**src/design/ust_map.svh**
```systemverilog
`ifndef UST_MAP_SVH
`define UST_MAP_SVH

`define UST_OFF_CTRL   8'h00
`define UST_OFF_FMT    8'h04
`define UST_OFF_DIV    8'h08
`define UST_OFF_IDLE   8'h0C
`define UST_OFF_SEQ    8'h10
`define UST_OFF_PAT0   8'h14
`define UST_OFF_PAT3   8'h20
`define UST_OFF_STAT   8'h24
`define UST_OFF_FSTART 8'h28
`define UST_OFF_FDATA  8'h2C

`define UST_DIV_RST    16'h0364
`define UST_IDLE_RST   24'h00_21E8
`define UST_PLEN_RST   3'h1
`define UST_PLEN_MIN   3'h1
`define UST_PLEN_MAX   3'h4
`define UST_NB_BASE    4'h5
`define UST_NB_MAX     4'h9
`define UST_DBITS_MAX  3'h4
`define UST_DW         9
`define UST_OFFS_W     12
`define UST_NPAT       4
`define UST_NBYTES     4

`endif

```
**src/design/ust_pkg.sv**
```systemverilog
`include "ust_map.svh"
package ust_pkg;

  typedef enum logic [2:0] {
    UST_M_START, UST_M_FRAME, UST_M_FERR, UST_M_SYMBOL,
    UST_M_BREAK, UST_M_PERR, UST_M_PATTERN, UST_M_ANY
  } ust_mode_t;
  typedef enum logic [1:0] {UST_PAR_NONE, UST_PAR_EVEN, UST_PAR_ODD, UST_PAR_RSV} ust_par_t;
  typedef enum logic [1:0] {UST_STOP_1, UST_STOP_15, UST_STOP_2, UST_STOP_RSV} ust_stop_t;
  typedef enum logic [1:0] {UST_FS_OK, UST_FS_PERR, UST_FS_FERR, UST_FS_BRK} ust_fstate_t;

  typedef struct packed {
    logic [25:0] rsv;
    ust_mode_t   mode;
    logic        invert;
    logic        use_tx;
    logic        enable;
  } ust_ctrl_t;

  typedef struct packed {
    logic [24:0] rsv;
    ust_stop_t   stop;
    ust_par_t    parity;
    logic [2:0]  dbits;
  } ust_fmt_t;

  typedef struct packed {
    logic [16:0]            rsv;
    logic [2:0]             plen;
    logic [`UST_OFFS_W-1:0] offset;
  } ust_seq_t;

  typedef struct packed {
    logic [6:0]         rsv1;
    logic [`UST_DW-1:0] care;
    logic [6:0]         rsv0;
    logic [`UST_DW-1:0] val;
  } ust_pat_t;

  typedef struct packed {
    logic [28:0] rsv;
    logic        frame_act;
    logic        busy;
    logic        trig;
  } ust_stat_t;

  typedef struct packed {
    logic [5:0]             rsv1;
    ust_fstate_t            state;
    logic [`UST_OFFS_W-1:0] idx;
    logic [2:0]             rsv0;
    logic [`UST_DW-1:0]     data;
  } ust_fdata_t;

  typedef struct packed {
    logic               start;
    logic               sym;
    logic [`UST_DW-1:0] data;
    logic               par_err;
    logic               frm_err;
    logic               brk;
  } ust_rx_evt_t;

  function automatic logic ust_match(input logic [`UST_DW-1:0] d, input ust_pat_t p);
    ust_match = (((d ^ p.val) & p.care) == '0);
  endfunction : ust_match

endpackage : ust_pkg

```
**src/design/ust_trigger.sv**
```systemverilog
// The placing of the registers and the Wishbone interface to the registers were chosen for this implementation.
`timescale 1ns/1ps
`include "ust_map.svh"
// Summary of operation
// - Five to nine bits, parity, stop choices.
// - Even or odd parity bit expectation.
// - Idle gap separates one frame from next.
// - Start-bit mode fires on first low.
// - Frame-start mode needs idle gap first.
// - Frame-error mode fires on framing errors.
// - Symbol mode fires on nth symbol.
// - Break mode fires on long low line.
// - Parity-error mode fires on parity mismatch.
// - Pattern mode matches run at offset.
// - Any-symbol mode fires on any symbol that matches pattern 0.
// - Skip zero to 4095 leading symbols.
// - Pattern length one to four symbols.
// - Pattern writes beyond length grow it.
// - Pattern bits may be don't-care.
// - Trigger source is transmit or receive.
// - Report start time, data, frame state.
module ust_trigger
  import ust_pkg::*;
#(
  parameter int DIV_W  = 16,
  parameter int IDLE_W = 24
) (
  input  wire logic               mclk_i,
  input  wire logic               rst_b_i,
  input  wire logic               wb_cyc_i,
  input  wire logic               wb_stb_i,
  input  wire logic               wb_we_i,
  input  wire logic [7:0]         wb_adr_i,
  input  wire logic [3:0]         wb_sel_i,
  input  wire logic [31:0]        wb_dat_i,
  output logic      [31:0]        wb_dat_o,
  output logic                    wb_ack_o,
  input  wire logic               rx_line_i,
  input  wire logic               tx_line_i,
  output logic                    trig_o,
  output logic                    word_valid_o,
  output logic      [`UST_DW-1:0] word_o
);

  if (DIV_W < 4 || DIV_W > 32 || IDLE_W < 4 || IDLE_W > 32) begin : g_bad_width
    $error("Divider and idle widths must lie between 4 and 32.");
  end

  ust_ctrl_t           ctrl_r,   ctrl_nxt;
  ust_fmt_t            fmt_r,    fmt_nxt;
  logic [DIV_W-1:0]    div_r,    div_nxt;
  logic [IDLE_W-1:0]   idle_r,   idle_nxt;
  ust_seq_t            seq_r,    seq_nxt;
  ust_pat_t            pat_r     [`UST_NPAT];
  ust_pat_t            pat_nxt   [`UST_NPAT];
  logic                tseen_r,  tseen_nxt;
  logic                ack_r,    ack_nxt;
  logic [31:0]         dat_r,    dat_nxt;
  logic [31:0]         rdata;
  logic [31:0]         wmerge;
  logic [7:0]          wadr;
  logic [1:0]          pidx;

  logic                line;
  ust_rx_evt_t         evt;
  logic                rx_busy;
  logic [IDLE_W-1:0]   icnt_r,   icnt_nxt;
  logic [`UST_OFFS_W-1:0] idx_r, idx_nxt;
  logic                run_r,    run_nxt;
  ust_fstate_t         fst_r,    fst_nxt;
  logic                fact_r,   fact_nxt;
  logic [31:0]         ts_r,     ts_nxt;
  logic [31:0]         fts_r,    fts_nxt;
  logic [31:0]         tts_r,    tts_nxt;
  logic                trig_r,   trig_nxt;
  logic                wv_r,     wv_nxt;
  logic [`UST_DW-1:0]  word_r,   word_nxt;
  logic                idle_ok;
  logic                frame_new;
  logic                in_win;
  logic                last_pos;
  logic                sym_hit;
  logic                run_ok;
  logic [`UST_OFFS_W:0] pos;
  ust_fstate_t         sym_st;

  function automatic logic [31:0] ust_merge(input logic [31:0] old_v, input logic [31:0] new_v,
                                            input logic [3:0] sel);
    logic [31:0] res;
    res = old_v;
    for (int b = 0; b < `UST_NBYTES; b++) begin
      if (sel[b]) begin
        res[b*8 +: 8] = new_v[b*8 +: 8];
      end
    end
    ust_merge = res;
  endfunction : ust_merge

  // The selected line passes straight to the sampler; the pins are already synchronous to the clock.
  assign line = (ctrl_r.use_tx ? tx_line_i : rx_line_i) ^ ctrl_r.invert;

  ust_symbol_rx #(
    .DIV_W (DIV_W)
  ) u_rx (
    .mclk_i  (mclk_i),
    .rst_b_i (rst_b_i),
    .line_i  (line),
    .div_i   (div_r),
    .fmt_i   (fmt_r),
    .evt_o   (evt),
    .busy_o  (rx_busy)
  );

  assign wadr = {wb_adr_i[7:2], 2'b00};
  assign pidx = 2'((wadr - `UST_OFF_PAT0) >> 2);

  always_comb begin
    ctrl_nxt  = ctrl_r;
    fmt_nxt   = fmt_r;
    div_nxt   = div_r;
    idle_nxt  = idle_r;
    seq_nxt   = seq_r;
    pat_nxt   = pat_r;
    dat_nxt   = dat_r;
    rdata     = '0;
    wmerge    = '0;
    // A trigger in the cycle of a clearing write keeps the flag set.
    tseen_nxt = tseen_r | trig_r;
    ack_nxt   = wb_cyc_i & wb_stb_i & ~ack_r;
    unique case (wadr)
      `UST_OFF_CTRL:   rdata = ctrl_r;
      `UST_OFF_FMT:    rdata = fmt_r;
      `UST_OFF_DIV:    rdata = 32'(div_r);
      `UST_OFF_IDLE:   rdata = 32'(idle_r);
      `UST_OFF_SEQ:    rdata = seq_r;
      `UST_OFF_STAT:   rdata = ust_stat_t'({29'h0000_0000, fact_r, rx_busy, tseen_r});
      `UST_OFF_FSTART: rdata = fts_r - tts_r;
      `UST_OFF_FDATA:  rdata = ust_fdata_t'({6'h00, fst_r, idx_r, 3'h0, word_r});
      default: begin
        if (wadr >= `UST_OFF_PAT0 && wadr <= `UST_OFF_PAT3) begin
          rdata = pat_r[pidx];
        end
      end
    endcase
    if (ack_nxt) begin
      if (wb_we_i) begin
        wmerge = ust_merge(rdata, wb_dat_i, wb_sel_i);
        unique case (wadr)
          `UST_OFF_CTRL: begin
            ctrl_nxt     = ust_ctrl_t'(wmerge);
            ctrl_nxt.rsv = '0;
          end
          `UST_OFF_FMT: begin
            fmt_nxt     = ust_fmt_t'(wmerge);
            fmt_nxt.rsv = '0;
          end
          `UST_OFF_DIV:  div_nxt  = wmerge[DIV_W-1:0];
          `UST_OFF_IDLE: idle_nxt = wmerge[IDLE_W-1:0];
          `UST_OFF_SEQ: begin
            seq_nxt     = ust_seq_t'(wmerge);
            seq_nxt.rsv = '0;
            if (seq_nxt.plen < `UST_PLEN_MIN) begin
              seq_nxt.plen = `UST_PLEN_MIN;
            end else if (seq_nxt.plen > `UST_PLEN_MAX) begin
              seq_nxt.plen = `UST_PLEN_MAX;
            end
          end
          `UST_OFF_STAT: begin
            if (wmerge[0] && !trig_r) begin
              tseen_nxt = 1'b0;
            end
          end
          default: begin
            if (wadr >= `UST_OFF_PAT0 && wadr <= `UST_OFF_PAT3) begin
              pat_nxt[pidx]      = ust_pat_t'(wmerge);
              pat_nxt[pidx].rsv1 = '0;
              pat_nxt[pidx].rsv0 = '0;
              if ({1'b0, pidx} >= seq_r.plen) begin
                seq_nxt.plen = 3'({1'b0, pidx} + 1'b1);
              end
            end
          end
        endcase
      end else begin
        dat_nxt = rdata;
      end
    end
  end

  always_ff @(posedge mclk_i) begin
    if (!rst_b_i) begin
      ctrl_r  <= '0;
      fmt_r   <= '0;
      div_r   <= DIV_W'(`UST_DIV_RST);
      idle_r  <= IDLE_W'(`UST_IDLE_RST);
      seq_r   <= ust_seq_t'({17'h0_0000, `UST_PLEN_RST, 12'h000});
      pat_r   <= '{default: '0};
      tseen_r <= 1'b0;
      ack_r   <= 1'b0;
      dat_r   <= '0;
    end else begin
      ctrl_r  <= ctrl_nxt;
      fmt_r   <= fmt_nxt;
      div_r   <= div_nxt;
      idle_r  <= idle_nxt;
      seq_r   <= seq_nxt;
      pat_r   <= pat_nxt;
      tseen_r <= tseen_nxt;
      ack_r   <= ack_nxt;
      dat_r   <= dat_nxt;
    end
  end

  assign wb_ack_o = ack_r;
  assign wb_dat_o = dat_r;

  // Offset and index are compared one bit wider so that a large offset never wraps into the window.
  assign idle_ok   = (icnt_r >= idle_r);
  assign frame_new = evt.start & idle_ok;
  assign pos       = {1'b0, idx_r} - {1'b0, seq_r.offset};
  assign in_win    = (idx_r >= seq_r.offset) && (pos < (`UST_OFFS_W+1)'(seq_r.plen));
  assign last_pos  = (pos == (`UST_OFFS_W+1)'(seq_r.plen - 1'b1));
  assign sym_hit   = ust_match(evt.data, pat_r[pos[1:0]]);
  assign run_ok    = ((pos == '0) ? 1'b1 : run_r) & sym_hit;
  assign sym_st    = evt.brk ? UST_FS_BRK : evt.frm_err ? UST_FS_FERR : evt.par_err ? UST_FS_PERR : UST_FS_OK;

  always_comb begin
    icnt_nxt = icnt_r;
    idx_nxt  = idx_r;
    run_nxt  = run_r;
    fst_nxt  = fst_r;
    fact_nxt = fact_r;
    fts_nxt  = fts_r;
    tts_nxt  = tts_r;
    ts_nxt   = ts_r + 1'b1;
    wv_nxt   = evt.sym;
    word_nxt = evt.sym ? evt.data : word_r;
    trig_nxt = 1'b0;
    // The count is held, not cleared, as the line falls, so the start event a cycle later still sees the gap.
    if (rx_busy) begin
      icnt_nxt = '0;
    end else if (line && icnt_r != '1) begin
      icnt_nxt = icnt_r + 1'b1;
    end
    if (frame_new) begin
      idx_nxt  = '0;
      fst_nxt  = UST_FS_OK;
      fact_nxt = 1'b1;
      fts_nxt  = ts_r;
    end else if (evt.sym) begin
      if (idx_r != '1) begin
        idx_nxt = idx_r + 1'b1;
      end
      if (in_win) begin
        run_nxt = run_ok;
      end
      if (sym_st > fst_r) begin
        fst_nxt = sym_st;
      end
    end
    if (idle_ok && !rx_busy) begin
      fact_nxt = 1'b0;
    end
    unique case (ctrl_r.mode)
      UST_M_START:   trig_nxt = evt.start;
      UST_M_FRAME:   trig_nxt = frame_new;
      UST_M_FERR:    trig_nxt = evt.frm_err;
      UST_M_SYMBOL:  trig_nxt = evt.sym && (idx_r == seq_r.offset);
      UST_M_BREAK:   trig_nxt = evt.brk;
      UST_M_PERR:    trig_nxt = evt.sym && evt.par_err;
      UST_M_PATTERN: trig_nxt = evt.sym && in_win && last_pos && run_ok;
      UST_M_ANY:     trig_nxt = evt.sym && ust_match(evt.data, pat_r[0]);
    endcase
    trig_nxt = trig_nxt & ctrl_r.enable;
    if (trig_nxt) begin
      tts_nxt = ts_r;
    end
  end

  always_ff @(posedge mclk_i) begin
    if (!rst_b_i) begin
      icnt_r <= '1;
      idx_r  <= '0;
      run_r  <= 1'b0;
      fst_r  <= UST_FS_OK;
      fact_r <= 1'b0;
      ts_r   <= '0;
      fts_r  <= '0;
      tts_r  <= '0;
      trig_r <= 1'b0;
      wv_r   <= 1'b0;
      word_r <= '0;
    end else begin
      icnt_r <= icnt_nxt;
      idx_r  <= idx_nxt;
      run_r  <= run_nxt;
      fst_r  <= fst_nxt;
      fact_r <= fact_nxt;
      ts_r   <= ts_nxt;
      fts_r  <= fts_nxt;
      tts_r  <= tts_nxt;
      trig_r <= trig_nxt;
      wv_r   <= wv_nxt;
      word_r <= word_nxt;
    end
  end

  assign trig_o       = trig_r;
  assign word_valid_o = wv_r;
  assign word_o       = word_r;
endmodule : ust_trigger

```
**src/design/ust_symbol_rx.sv**
```systemverilog
`timescale 1ns/1ps
`include "ust_map.svh"
module ust_symbol_rx
  import ust_pkg::*;
#(
  parameter int DIV_W = 16
) (
  input  wire logic             mclk_i,
  input  wire logic             rst_b_i,
  input  wire logic             line_i,
  input  wire logic [DIV_W-1:0] div_i,
  input  wire ust_fmt_t         fmt_i,
  output ust_rx_evt_t           evt_o,
  output logic                  busy_o
);

  typedef enum logic [2:0] {RX_IDLE, RX_START, RX_DATA, RX_PAR, RX_STOP, RX_XSTOP, RX_WAITHI} ust_rx_st_t;

  ust_rx_st_t         st_r,    st_nxt;
  logic [DIV_W-1:0]   cnt_r,   cnt_nxt;
  logic [3:0]         bit_r,   bit_nxt;
  logic [`UST_DW-1:0] sh_r,    sh_nxt;
  logic               par_r,   par_nxt;
  logic               perr_r,  perr_nxt;
  logic               low_r,   low_nxt;
  ust_rx_evt_t        evt_r,   evt_nxt;
  logic               tick;
  logic [3:0]         nb;

  assign tick   = (cnt_r == '0);
  assign nb     = (fmt_i.dbits > `UST_DBITS_MAX) ? `UST_NB_MAX : 4'(`UST_NB_BASE + {1'b0, fmt_i.dbits});
  assign busy_o = (st_r != RX_IDLE);
  assign evt_o  = evt_r;

  always_comb begin
    st_nxt   = st_r;
    cnt_nxt  = tick ? cnt_r : cnt_r - 1'b1;
    bit_nxt  = bit_r;
    sh_nxt   = sh_r;
    par_nxt  = par_r;
    perr_nxt = perr_r;
    low_nxt  = low_r;
    evt_nxt  = '0;
    unique case (st_r)
      RX_IDLE: begin
        if (!line_i) begin
          evt_nxt.start = 1'b1;
          cnt_nxt       = div_i >> 1;
          st_nxt        = RX_START;
        end
      end
      RX_START: begin
        if (tick) begin
          if (line_i) begin
            st_nxt = RX_IDLE;
          end else begin
            cnt_nxt  = div_i - 1'b1;
            bit_nxt  = '0;
            sh_nxt   = '0;
            par_nxt  = 1'b0;
            perr_nxt = 1'b0;
            low_nxt  = 1'b1;
            st_nxt   = RX_DATA;
          end
        end
      end
      RX_DATA: begin
        if (tick) begin
          sh_nxt[bit_r] = line_i;
          par_nxt       = par_r ^ line_i;
          low_nxt       = low_r & ~line_i;
          cnt_nxt       = div_i - 1'b1;
          bit_nxt       = bit_r + 1'b1;
          if (bit_r == nb - 1'b1) begin
            st_nxt = (fmt_i.parity == UST_PAR_EVEN || fmt_i.parity == UST_PAR_ODD) ? RX_PAR : RX_STOP;
          end
        end
      end
      RX_PAR: begin
        if (tick) begin
          perr_nxt = (fmt_i.parity == UST_PAR_ODD) ? (line_i == par_r) : (line_i != par_r);
          low_nxt  = low_r & ~line_i;
          cnt_nxt  = div_i - 1'b1;
          st_nxt   = RX_STOP;
        end
      end
      RX_STOP: begin
        if (tick) begin
          evt_nxt.sym     = 1'b1;
          evt_nxt.data    = sh_r;
          evt_nxt.par_err = perr_r;
          if (!line_i) begin
            evt_nxt.frm_err = 1'b1;
            evt_nxt.brk     = low_r;
            st_nxt          = RX_WAITHI;
          end else begin
            unique case (fmt_i.stop)
              UST_STOP_15: begin
                cnt_nxt = div_i >> 1;
                st_nxt  = RX_XSTOP;
              end
              UST_STOP_2: begin
                cnt_nxt = div_i - 1'b1;
                st_nxt  = RX_XSTOP;
              end
              default: st_nxt = RX_IDLE;
            endcase
          end
        end
      end
      RX_XSTOP: begin
        if (tick) begin
          st_nxt = RX_IDLE;
        end
      end
      RX_WAITHI: begin
        if (line_i) begin
          st_nxt = RX_IDLE;
        end
      end
      default: st_nxt = RX_IDLE;
    endcase
  end

  always_ff @(posedge mclk_i) begin
    if (!rst_b_i) begin
      st_r   <= RX_IDLE;
      cnt_r  <= '0;
      bit_r  <= '0;
      sh_r   <= '0;
      par_r  <= 1'b0;
      perr_r <= 1'b0;
      low_r  <= 1'b0;
      evt_r  <= '0;
    end else begin
      st_r   <= st_nxt;
      cnt_r  <= cnt_nxt;
      bit_r  <= bit_nxt;
      sh_r   <= sh_nxt;
      par_r  <= par_nxt;
      perr_r <= perr_nxt;
      low_r  <= low_nxt;
      evt_r  <= evt_nxt;
    end
  end
endmodule : ust_symbol_rx

```
**config.mk**
```make
export PLATFORM = sky130hd
export DESIGN_NAME = ust_trigger
export DESIGN_NICKNAME = d
export VERILOG_FILES = /design/src/design/ust_pkg.sv /design/src/design/ust_trigger.sv /design/src/design/ust_symbol_rx.sv
export VERILOG_INCLUDE_DIRS = /design/src /design/src/design
export SDC_FILE = /design/constraint.sdc
export NUM_CORES = 1
export LEC_CHECK = 0
export ABC_AREA = 0
export BUFFER_PORTS_ARGS = -buffer_cell sky130_fd_sc_hd__buf_2
export CAP_MARGIN = 5
export CORE_MARGIN = 5
export CORE_UTILIZATION = 55
export CTS_CLUSTER_SIZE = 28
export DETAILED_ROUTE_END_ITERATION = 6
export GPL_ROUTABILITY_DRIVEN = 0
export PLACE_DENSITY_LB_ADDON = 0.1
export SYNTH_ARGS = -nofsm -noshare
export SYNTH_HDL_FRONTEND = slang
export SYNTH_SLANG_ARGS = --single-unit
```
**constraint.sdc**
```tcl
create_clock -name mclk_i -period 4.7 [get_ports mclk_i]
set_input_delay 0.94 -clock mclk_i [delete_from_list [all_inputs] [get_ports mclk_i]]
set_output_delay 0.94 -clock mclk_i [all_outputs]
set_load 0.05 [all_outputs]
```
==> impl_metrics.json <==
{
  "status": "finished, violations left",
  "violations": "DRC",
  "rr_worst_depth": 13,
  "syn2layout_area_growth_pct": 10.4,
  "synthCells": 2770,
  "dr.pass1.iters": 7,
  "cts_root_buffer": "clkbuf_16",
  "skew_ns": 0.0269,
  "cp_max_fo": 33,
  "grt_pass1_vias": 20000,
  "die-area_um2": 45600,
  "drt-vias-per-instance": 6.34,
  "synth-edff-count": 0,
  "nFillCells": 3690,
  "num_io_pins": 95,
  "grt_first_pass_wirelength_mm": 114,
  "worstSetupEndpointType": "register",
  "critPathLaunchType": "register",
  "total_power_mw": 9.75,
  "yosysWarnings": 0,
  "num_vias": 21200,
  "crit_chain": "inv_1, ha_1, fa_1, inv_1, ha_1, nor2b_1, o21ai_0, o2111ai_1, a2111oi_0, and4_1, a41oi_4, buf_4, mux2i_1",
  "vdd_ir_drop_max_mv": 0.294,
  "drcViolationCount": 18,
  "cp.arrival_ns": 4.59,
  "wl_mm": 73.9,
  "dieWidth_um": 214,
  "ctsResizeCount": 0,
  "yosysUniqueCellTypes": 79,
  "rsz0062_at_grt": "false",
  "final_common_cell": "dfxtp_1",
  "antenna_found_initial": 3,
  "worst_slew_pin_slew_ns": 1.03,
  "grt_usage_pct": 31.7,
  "finalCritPeriodShare_pct": 88.3,
  "post_cts_buffers": 0,
  "slew_headroom_pct": 31.3,
  "fin_area_um2": 25200,
  "grt_max_degree": 92,
  "post_dp_cell_area_um2": 23700,
  "min_path_type": "register to register",
  "post-route-min-period_ns": 4.15,
  "core_area_um2": 40900,
  "htreeDepth": 2,
  "wl_per_cell_um": 22.1,
  "layout_common_cells": "dfxtp_1 (426), nand2_1 (383), nor2_1 (235)",
  "path_clk_slew_ns": 0.06,
  "netlist_area_um2": 22800,
  "crit_slowest_cell": "fa_1",
  "slowest_delay_ns": 0.76,
  "tritoncts": "built",
  "clockBufferDepth": 3,
  "fmax_mhz": 241,
  "synth-main-ff-cell": "dfxtp_1",
  "start_util_pct": 55.7,
  "fin_nets": 2935,
  "pwr_density_cell_nw_per_um2": 387,
  "synth_fp_nets": 2921,
  "fin_tns_setup_ns": 0,
  "cap_violations": 0,
  "cts_buffers": 45,
  "crit_type": "register to register",
  "holdBufCountCts": 0,
  "async_flop_share_pct": 0,
  "port_buffers": 85,
  "cts_num_sinks": 426,
  "leakage_nw": 10.2,
  "drive_gt1_share_pct": 9.79,
  "finalHoldViolCount": 0,
  "hpwlAfterDp_mm": 53.6,
  "fp.dieH_um": 214,
  "insertion_delay_ns": 0.61,
  "ant_nets": 0,
  "finalSetupViolCount": 0,
  "timing_max_transition_violations_final": 0,
  "seq_area_frac_synth_pct": 37.4,
  "ys_seq_elements": 426,
  "grt_overflow_total": 0,
  "hold-path-cell-count": 2,
  "required_ns": 5.15,
  "rows": 74,
  "syn_area_per_cell_um2": 8.23,
  "drtIter0Drc": 2505
}
-- metrics by stage --
stage          hold slack (ns)  setup slack [ns]  util [%]  std cells
3_5_place_dp             0.442             0.626      57.8       3269
3_3_place_gp             0.440             0.731      57.8       3269
4_1_cts                  0.461             0.640      61.5       3350
5_1_grt                  0.476             0.500      61.5       3351
6_report                 0.458             0.551      61.5       3351
2_1_floorplan            0.427             0.163         -       2770
-- worst max-delay path, delay by kind of cell (launching register included) --
| family | cells | cell delay (ns) |
|---|---|---|
| AO/OA/AOI/OAI | 4 | 0.99 |
| adder cells (fa/ha/maj) | 3 | 1.28 |
| buffers and inverters | 3 | 0.62 |
| flip-flops | 1 | 0.38 |
| multiplexers | 1 | 0.20 |
| AND/OR/NAND/NOR | 2 | 0.46 |
-- synth_stat cells (all sizes together), types with 19 or more instances --
cell    instances  area share, %
a21oi         207            4.5
a22oi          19           0.63
a31oi          21           0.58
and2           34           0.93
and3           85            2.3
buf            26           0.54
clkbuf        140            2.3
dfxtp         426             37
ha             98            5.4
inv           122            2.0
mux2i          93            4.1
mux4           34            3.4
nand2         384            6.3
nand2b         21           0.58
nand3         127            2.8
nand4          37            1.0
nor2          235            3.9
nor3           57            1.3
o211ai         26           0.86
o21ai         153            3.4
or3            19           0.52
xnor2          69            2.7
xor2           64            2.5
-- sequential cells by signal, indices dropped and copies added (netlist names), 16 cells and up --
name	count
pat_r	128
div_r	16
icnt_r	24
ts_r	32
u_rx.cnt_r	16
idle_r	24
fts_r	32
tts_r	32
wb_dat_o	32
-- layer usage --
layer	GRT usage, %	wire length (um)	vias to the layer above
met4	14.7	3950	4
met5	0	34	-
li1	-	-	9847
met2	49.1	32300	1073
met3	6.34	6920	211
met1	43.1	30800	10100
-- report_power, final --
group	internal, mW	total, mW	switching (mW)	leakage, nW
sequential	3.80	4.06	0.254	3.44
combinational	0.771	2.01	1.24	6.01
clock	2.13	3.68	1.55	0.733
-- worst paths after layout --
path / startpoint / to / slack, ns
worst max-delay path: idx_r[0] / tts_r[14] / 0.55
worst min-delay path: u_rx.perr_r / u_rx.perr_r / 0.46
worst max register to register: idx_r[0] / tts_r[14] / 0.55
worst min register to register: u_rx.perr_r / u_rx.perr_r / 0.46
-- area by class of cell --
cell class | count | area, um^2 | area share (%)
tap | 532 | 666 | 2.64
inverter | 123 | 467 | 1.85
sequential | 426 | 8530 | 33.9
timing repair buffer | 133 | 817 | 3.25
clock inverter | 14 | 226 | 0.900
multi-input combinational | 2055 | 13200 | 52.4
clock buffer | 67 | 1290 | 5.12
antenna | 1 | 2.50 | 0.00994
-- logic make-up after synthesis --
logic type / count (synthesis) / synth area share, %
buffers and inverters: 289 / 4.87
and+or+nand+nor: 1072 / 22.1
xor gates and xnor gates: 133 / 5.11
muxes: 136 / 7.89
DFF: 426 / 37.4
AOI/OAI and AO/OA: 614 / 17.1
adders and majority gates: 100 / 5.55
Power figures use the tool's default switching activity.
